`src/design/omc_pkg.sv`:
```
`default_nettype none
package omc_pkg;
  // Selector field and frequency scaling (0.01 Hz per LSB)
  localparam int SEL_W  = 8;
  localparam int FREQ_W = 16;
  // Tolerance band, 0.01 % per LSB
  localparam int TOL_W  = 11;
  localparam int PROD_W = FREQ_W + TOL_W;
  localparam logic [PROD_W-1:0] TOL_FULL_SCALE = 27'h0002710; // 100.00 %
  localparam int NUM_OUT = 4;

  // Selector codes
  localparam logic [SEL_W-1:0] SEL_THRESH   = 8'h04;
  localparam logic [SEL_W-1:0] SEL_FREQ_REF = 8'h05;
  localparam logic [SEL_W-1:0] SEL_PCT_REF  = 8'h06;
  localparam logic [SEL_W-1:0] SEL_INV_BASE = 8'h64; // 100
  localparam logic [SEL_W-1:0] SEL_INV_LAST = 8'hC2; // 194

  // Internal signal source numbers, one per output and one per function message
  localparam logic [SEL_W-1:0] SRC_FIRST    = 8'hAF; // 175
  localparam logic [SEL_W-1:0] SRC_RELAY    = 8'hB0; // 176
  localparam logic [SEL_W-1:0] SRC_TERMINAL = 8'hB1; // 177
  localparam logic [SEL_W-1:0] SRC_MULTI    = 8'hB5; // 181
  localparam logic [SEL_W-1:0] SRC_FREQ_REF = 8'hA3; // 163
  localparam logic [SEL_W-1:0] SRC_THRESH   = 8'hA4; // 164
  localparam logic [SEL_W-1:0] SRC_PCT_REF  = 8'hB2; // 178

  // Parameter limits and defaults
  localparam logic [FREQ_W-1:0] THRESH_MAX     = 16'hE9FC; // 599.00 Hz
  localparam logic [FREQ_W-1:0] THRESH_DEFAULT = 16'h012C; // 3.00 Hz
  localparam logic [FREQ_W-1:0] DELTA_DEFAULT  = 16'h00C8; // 2.00 Hz
  localparam logic [TOL_W-1:0]  TOL_MIN        = 11'h001;  // 0.01 %
  localparam logic [TOL_W-1:0]  TOL_MAX        = 11'h7D0;  // 20.00 %
  localparam logic [TOL_W-1:0]  TOL_DEFAULT    = 11'h1F4;  // 5.00 %
endpackage
`default_nettype wire

```
`src/design/omc_msg_if.sv`:
```
`default_nettype none
// Function messages shared between evaluation and output selection
interface omc_msg_if;
  import omc_pkg::*;
  logic                    thresh;
  logic                    freq_ref;
  logic                    pct_ref;
  logic [NUM_OUT-1:0]      out_msg;
  modport source (output thresh, output freq_ref, output pct_ref,
                  input out_msg);
  modport sink   (input thresh, input freq_ref, input pct_ref,
                  output out_msg);
endinterface
`default_nettype wire

```
`src/design/omc_comparator.sv`:
```
`default_nettype none
// Overview of operation
// - Four selectors route functions to outputs
// - Each output message reusable as signal source
// - Code 4: active above frequency threshold
// - Release below threshold minus switch-off delta
// - Delta above threshold: never released again
// - Threshold result is internal source 164
// - Code 5: frequency reached, source 163
// - Code 6: percentage reached, source 178
// - Tolerance band percent of span, clamped
// - Codes 100-194 give inverted function
module omc_comparator
  import omc_pkg::*;
(
  input  wire logic                 mclk_i,
  input  wire logic                 rst_i,
  input  wire logic [omc_pkg::FREQ_W-1:0] stator_freq_i,
  input  wire logic [omc_pkg::FREQ_W-1:0] ref_freq_i,
  input  wire logic [omc_pkg::FREQ_W-1:0] freq_max_i,
  input  wire logic [omc_pkg::FREQ_W-1:0] freq_min_i,
  input  wire logic [omc_pkg::FREQ_W-1:0] act_pct_i,
  input  wire logic [omc_pkg::FREQ_W-1:0] ref_pct_i,
  input  wire logic [omc_pkg::FREQ_W-1:0] pct_max_i,
  input  wire logic [omc_pkg::FREQ_W-1:0] pct_min_i,
  input  wire logic [omc_pkg::FREQ_W-1:0] thresh_i,
  input  wire logic [omc_pkg::FREQ_W-1:0] delta_i,
  input  wire logic [omc_pkg::TOL_W-1:0]  tol_i,
  input  wire logic [omc_pkg::SEL_W-1:0]  first_sel_i,
  input  wire logic [omc_pkg::SEL_W-1:0]  relay_sel_i,
  input  wire logic [omc_pkg::SEL_W-1:0]  terminal_sel_i,
  input  wire logic [omc_pkg::SEL_W-1:0]  multi_sel_i,
  input  wire logic [omc_pkg::SEL_W-1:0]  src_query_i,
  output logic                      src_value_o,
  output logic                      thresh_msg_o,
  output logic                      freq_ref_msg_o,
  output logic                      pct_ref_msg_o,
  output logic                      first_switch_output_o,
  output logic                      relay_switch_output_o,
  output logic                      terminal_switch_output_o,
  output logic                      multifunction_switch_output_o
);
  omc_msg_if msg ();

  ////////////////////////////////////////////////////////////////////////
  // Helper functions

  // Absolute difference of two values
  function automatic logic [FREQ_W-1:0] abs_diff(
    input logic [FREQ_W-1:0] a,
    input logic [FREQ_W-1:0] b);
    abs_diff = (a >= b) ? a - b : b - a;
  endfunction

  // Reached when |act-ref|*100% <= span*tol
  function automatic logic reached(
    input logic [FREQ_W-1:0] act,
    input logic [FREQ_W-1:0] refv,
    input logic [FREQ_W-1:0] hi,
    input logic [FREQ_W-1:0] lo,
    input logic [TOL_W-1:0]  tol);
    logic [FREQ_W-1:0] span;
    logic [PROD_W+FREQ_W-1:0] lhs;
    logic [PROD_W+FREQ_W-1:0] rhs;
    span = (hi >= lo) ? hi - lo : '0;
    // Both products sized wide first so the span term cannot wrap
    lhs  = (PROD_W+FREQ_W)'(abs_diff(act, refv)) * TOL_FULL_SCALE;
    rhs  = {{FREQ_W{1'b0}}, PROD_W'(span) * PROD_W'(tol)};
    reached = (lhs <= rhs);
  endfunction

  ////////////////////////////////////////////////////////////////////////
  // Parameter limiting

  logic [FREQ_W-1:0] thresh_lim;
  logic [TOL_W-1:0]  tol_lim;
  logic [FREQ_W:0]   release_sum;

  // Clamp threshold and tolerance to allowed range
  assign thresh_lim = (thresh_i > THRESH_MAX) ? THRESH_MAX
                                              : thresh_i;
  assign tol_lim    = (tol_i < TOL_MIN) ? TOL_MIN :
                      (tol_i > TOL_MAX) ? TOL_MAX : tol_i;

  // freq < thresh - delta, as freq + delta < thresh (no underflow)
  assign release_sum = {1'b0, stator_freq_i} + {1'b0, delta_i};

  ////////////////////////////////////////////////////////////////////////
  // Threshold message with hysteresis

  logic thresh_q;
  logic thresh_d;
  logic set_cond;
  logic clr_cond;

  assign set_cond = stator_freq_i > thresh_lim;
  // Delta above threshold can never satisfy the release
  assign clr_cond = release_sum < {1'b0, thresh_lim};
  assign thresh_d = set_cond ? 1'b1 : (clr_cond ? 1'b0 : thresh_q);

  // Hysteresis state
  always_ff @(posedge mclk_i or posedge rst_i)
  begin
    if (rst_i)
      thresh_q <= 1'b0;
    else
      thresh_q <= thresh_d;
  end

  ////////////////////////////////////////////////////////////////////////
  // Reference reached messages

  logic freq_ref_q;
  logic pct_ref_q;

  // Tolerance band checks, registered
  always_ff @(posedge mclk_i or posedge rst_i)
  begin
    if (rst_i)
    begin
      freq_ref_q <= 1'b0;
      pct_ref_q  <= 1'b0;
    end
    else
    begin
      freq_ref_q <= reached(stator_freq_i, ref_freq_i, freq_max_i,
                            freq_min_i, tol_lim);
      pct_ref_q  <= reached(act_pct_i, ref_pct_i, pct_max_i,
                            pct_min_i, tol_lim);
    end
  end

  assign msg.thresh   = thresh_q;
  assign msg.freq_ref = freq_ref_q;
  assign msg.pct_ref  = pct_ref_q;

  ////////////////////////////////////////////////////////////////////////
  // Output selectors

  logic [SEL_W-1:0] sel_arr [NUM_OUT];
  assign sel_arr[0] = first_sel_i;
  assign sel_arr[1] = relay_sel_i;
  assign sel_arr[2] = terminal_sel_i;
  assign sel_arr[3] = multi_sel_i;

  // One selector per physical output
  for (genvar i = 0; i < NUM_OUT; i++)
  begin : g_sel
    omc_selector u_sel (
      .mclk_i     (mclk_i),
      .rst_i      (rst_i),
      .sel_i      (sel_arr[i]),
      .peer_i     (msg.out_msg),
      .thresh_i   (msg.thresh),
      .freq_ref_i (msg.freq_ref),
      .pct_ref_i  (msg.pct_ref),
      .out_o      (msg.out_msg[i])
    );
  end

  assign first_switch_output_o         = msg.out_msg[0];
  assign relay_switch_output_o         = msg.out_msg[1];
  assign terminal_switch_output_o      = msg.out_msg[2];
  assign multifunction_switch_output_o = msg.out_msg[3];
  assign thresh_msg_o   = thresh_q;
  assign freq_ref_msg_o = freq_ref_q;
  assign pct_ref_msg_o  = pct_ref_q;

  ////////////////////////////////////////////////////////////////////////
  // Signal source lookup

  logic src_d;
  logic src_q;

  // Source number to message
  assign src_d = (src_query_i == SRC_FIRST)    ? msg.out_msg[0] :
                 (src_query_i == SRC_RELAY)    ? msg.out_msg[1] :
                 (src_query_i == SRC_TERMINAL) ? msg.out_msg[2] :
                 (src_query_i == SRC_MULTI)    ? msg.out_msg[3] :
                 (src_query_i == SRC_THRESH)   ? thresh_q :
                 (src_query_i == SRC_FREQ_REF) ? freq_ref_q :
                 (src_query_i == SRC_PCT_REF)  ? pct_ref_q : 1'b0;

  // Registered source value
  always_ff @(posedge mclk_i or posedge rst_i)
  begin
    if (rst_i)
      src_q <= 1'b0;
    else
      src_q <= src_d;
  end

  assign src_value_o = src_q;
endmodule
`default_nettype wire

```
`src/design/omc_selector.sv`:
```
`default_nettype none
// Routes a chosen function message to one output, with inversion
module omc_selector
  import omc_pkg::*;
(
  input  wire logic                          mclk_i,
  input  wire logic                          rst_i,
  input  wire logic [omc_pkg::SEL_W-1:0]     sel_i,
  input  wire logic [omc_pkg::NUM_OUT-1:0]   peer_i,
  input  wire logic                          thresh_i,
  input  wire logic                          freq_ref_i,
  input  wire logic                          pct_ref_i,
  output logic                               out_o
);
  logic             inv;
  logic [SEL_W-1:0] base;
  logic             msg;
  logic             out_d;
  logic             out_q;

  // Inverted range maps onto base code
  assign inv  = (sel_i >= SEL_INV_BASE) && (sel_i <= SEL_INV_LAST);
  assign base = inv ? sel_i - SEL_INV_BASE : sel_i;

  // Function lookup for the base code
  always_comb
  begin
    case (base)
      SEL_THRESH:   msg = thresh_i;
      SEL_FREQ_REF: msg = freq_ref_i;
      SEL_PCT_REF:  msg = pct_ref_i;
      default:      msg = 1'b0;
    endcase
  end

  assign out_d = msg ^ inv;

  // Registered output
  always_ff @(posedge mclk_i or posedge rst_i)
  begin
    if (rst_i)
      out_q <= 1'b0;
    else
      out_q <= out_d;
  end

  assign out_o = out_q;
  logic unused_peer;
  assign unused_peer = ^peer_i;
endmodule
`default_nettype wire

```
`config.mk`:
```
export PLATFORM = sky130hd
export DESIGN_NAME = omc_comparator
export DESIGN_NICKNAME = d
export VERILOG_FILES = /design/src/design/omc_pkg.sv /design/src/design/omc_msg_if.sv /design/src/design/omc_comparator.sv /design/src/design/omc_selector.sv
export SDC_FILE = /design/constraint.sdc
export NUM_CORES = 2
export LEC_CHECK = 0
export BUFFER_PORTS_ARGS = -buffer_cell sky130_fd_sc_hd__buf_2
export CAP_MARGIN = 10
export CORE_UTILIZATION = 36
export DETAILED_ROUTE_END_ITERATION = 8
export PLACE_DENSITY_LB_ADDON = 0.12
export SLEW_MARGIN = 20
export SYNTH_ARGS = -nofsm -noshare
export SYNTH_HDL_FRONTEND = slang
export SYNTH_SLANG_ARGS = --single-unit
```
`constraint.sdc`:
```
create_clock -name mclk_i -period 1.8 [get_ports mclk_i]
set_clock_uncertainty 0.2 [all_clocks]
set_input_delay 0.27 -clock mclk_i [delete_from_list [all_inputs] [get_ports mclk_i]]
set_output_delay 0.27 -clock mclk_i [all_outputs]
set_load 0.05 [all_outputs]
```
==> results.sh <==
export IMPL_status="finished, violations left"
export IMPL_violations="setup timing"
export IMPL_critPathBufInv=8
export IMPL_fin_util_pct=50.2
export IMPL_cts_buffer_depth=2
export IMPL_hp_class="input pin to register"
export IMPL_routedWlPerCell_um=14.5
export IMPL_dp_final_hpwl_um=62700
export IMPL_die_w_um=264
export IMPL_gr_usage_all_layers_pct=20.5
export IMPL_cp_slowest_cell="fa_1"
export IMPL_die_area_sq_um=69600
export IMPL_fmax_mhz=110
export IMPL_muxShareOfSynthArea_pct=1.04
export IMPL_synth_area_sq_um=24700
export IMPL_cp_max_fo=5
export IMPL_worst_slack_ns=-7.29
export IMPL_crit_required_ns=1.70
export IMPL_path_clk_slew_ns=0.05
export IMPL_synth_xor_area_share_pct=5.22
export IMPL_grt_pass1_vias=25500
export IMPL_cpPeakStageDelay_ns=0.54
export IMPL_synth_top_area_share_pct=26.5
export IMPL_synth_top_family_by_area="adder cells"
export IMPL_maxCapViolations=0
export IMPL_postSynth_asyncResetShare_pct=100
export IMPL_row_count=95
export IMPL_synth_main_ff_cell="dfrtp_1"
export IMPL_critPathArrivalTime_ns=9.00
export IMPL_place_gp_congestion=0.890
export IMPL_post_drt_via_cell_ratio=4.88
export IMPL_slew_headroom_pct=62.8
export IMPL_crit_path_start_kind="input pin"
export IMPL_drv_slew=0
export IMPL_yosys_area_share_simple_pct=16.0
export IMPL_vias=24100
export IMPL_ys_top_cells_by_area="fa_1 27%, ha_1 24%, inv_1 9.9%"
export IMPL_synth_seq_cells=8
export IMPL_crit_family="compound AO/OA/AOI/OAI gates"
export IMPL_finalHoldViolations=0
export IMPL_dp_cells=4875
export IMPL_syn_to_final_growth_pct=37.2
export IMPL_wirelength_um=71300
export IMPL_syn_nets=4111
export IMPL_yosysSeqAreaShare_pct=0.811
export IMPL_cts_inserted_buffers=3
export IMPL_rsz0062_at_grt="yes"
export IMPL_io_buffers=220
export IMPL_ys_warn_count=0
export IMPL_drive_gt1_share_pct=30.1
export IMPL_avgSynthCellArea_sq_um=7.94
export IMPL_grt_pass1_wl_um=121000
export IMPL_drt_pass1_iterations=7
export IMPL_h_tree_depth=1
export IMPL_fin_crit_sh_pct=505
export IMPL_period_needed_ns=9.09
export IMPL_fin_setup_tns_ns=-16.44
export IMPL_antenna_found_initial=4
export IMPL_die_y_um=264
export IMPL_synth_compound_area_share_pct=15.3
export IMPL_cts_tree="built"
export IMPL_initial_core_util_pct=36.5
export IMPL_insertion_delay_ns=0.24
export IMPL_postRouteAntennaNets=0
export IMPL_nets=5063
export IMPL_finalNonFillerCells=4932
export IMPL_synth_fa_ha_area_share_pct=50.1
export IMPL_crit_type="input pin to register"
export IMPL_synth_top_area_cell="fa_1"
export IMPL_ios=221
export IMPL_end_kind="register"
export IMPL_worst_pin_slew_ns=0.553
export IMPL_drcViolationCount=0
export IMPL_drt_iter0_drc=842
export IMPL_core_area_sq_um=67500
export IMPL_cts_sinks=8
export IMPL_synth_distinct_cells=76
export IMPL_clockRootBuffer="clkbuf_16"
export IMPL_grt_max_degree=31
export IMPL_setup_viol=5
export IMPL_gr_total_overflow=0
export IMPL_synth_edf_count=0
export IMPL_synthCells=3106
layout by cell type, fill, tap and decap left out, drive strengths merged, types with 7 or more instances in the layout:
cell type and count:
a211o 7, a211oi 17, a21boi 9, a21o 106, a21oi 156, a31o 8
a31oi 23, and2 49, and3 93, buf 1030, dfrtp 8, fa 327
ha 465, inv 648, mux2i 23, nand2 286, nand2b 26, nand3 56
nand4 31, nor2 172, nor2b 31, nor3 39, nor4 10, o2111ai 10
o211ai 9, o21a 30, o21ai 90, o21bai 26, o31a 7, o31ai 13
or2 12, or3 8, xnor2 93, xor2 54
cells by family after synthesis:
family | after synthesis
compound gates | 566
fa+ha+maj | 792
flops | 8
buf+inv | 740
xor+xnor | 147
simple gates | 828
mux | 25
worst register-to-register path: stages (launching register included):
cell and delay [ns]:
dfrtp_1 0.44, mux2i_1 0.12, o22ai_1 0.20, nand4_1 0.12
a21oi_1 0.12, a21oi_1 0.06, a31oi_1 0.14, o2bb2ai_1 0.10
metrics by stage:
step	cell area [sq um]	hold slack, ns	worst slack [ns]
final	33900	0.0593	-7.29
after global routing	33900	0.0873	-7.73
after CTS	33300	0.0489	-7.38
after detailed placement	32600	0.0593	-8.65
after global placement	32600	0.0599	-8.39
after floorplan	25000	-0.114	-6.95
state kept, by name, indices dropped and copies added, names as in the netlist:
signal and flops:
thresh_msg_o 1, pct_ref_msg_o 1, src_value_o 1, freq_ref_msg_o 1, g_sel.u_sel.out_o 4
per-layer routing:
layer | GRT usage [%] | vias to the layer above | share of wire, %
met2 | 39.1 | 275 | 53
met4 | 3.61 | 0 | 1.5
met5 | 0 | - | 0
met3 | 0.354 | 66 | 2.0
met1 | 26.0 | 11600 | 44
li1 | - | 12100 | -
synthesized netlist by cell type, drive strengths merged (23+ instances only):
| cell type | number |
|---|---|
| inv | 648 |
| ha | 465 |
| fa | 327 |
| nand2 | 286 |
| nor2 | 172 |
| a21oi | 156 |
| a21o | 106 |
| and3 | 93 |
| xnor2 | 93 |
| o21ai | 89 |
| clkbuf | 75 |
| nand3 | 56 |
| xor2 | 54 |
| and2 | 49 |
| nor3 | 39 |
| nand4 | 31 |
| nor2b | 31 |
| o21a | 30 |
| nand2b | 26 |
| o21bai | 26 |
| a31oi | 23 |
| mux2i | 23 |
worst paths after layout:
path	to	cells past startpoint	startpoint	slack (ns)
setup / recovery	pct_ref_msg_o	42	pct_max_i[0]	-7.29
hold / removal	src_value_o	3	src_query_i[5]	0.06
setup reg to reg	g_sel[1].u_sel.out_o	7	freq_ref_msg_o	0.16
hold reg to reg	src_value_o	2	g_sel[0].u_sel.out_o	0.45
max in group asynchronous	pct_ref_msg_o	4	rst_i	0.68
min in group asynchronous	g_sel[0].u_sel.out_o	3	rst_i	0.34
final cells by class:
class                   instances  area, sq um
well taps                     873         1090
flip-flops and latches          8          200
diodes                          3         7.51
multi-input cells            2365        22600
fillers                      6614        33700
inverters                     648         2490
repair buffers               1032         7370
clock buffers                   3         75.1
timing repair:
| action | in CTS | in global routing |
|---|---|---|
| gates resized for setup | 112 | 74 |
| pin swaps | 122 | 114 |
| cloned | 6 | 3 |
| setup endpoints to repair | 5 | 5 |
| hold buffers | 2 | 0 |
| endpoints found under the hold margin | 7 | 0 |
| buffers inserted | 21 | 20 |
Power is not shown: default switching activity piles up to over one toggle a cycle in this logic, so the estimate is an artifact.
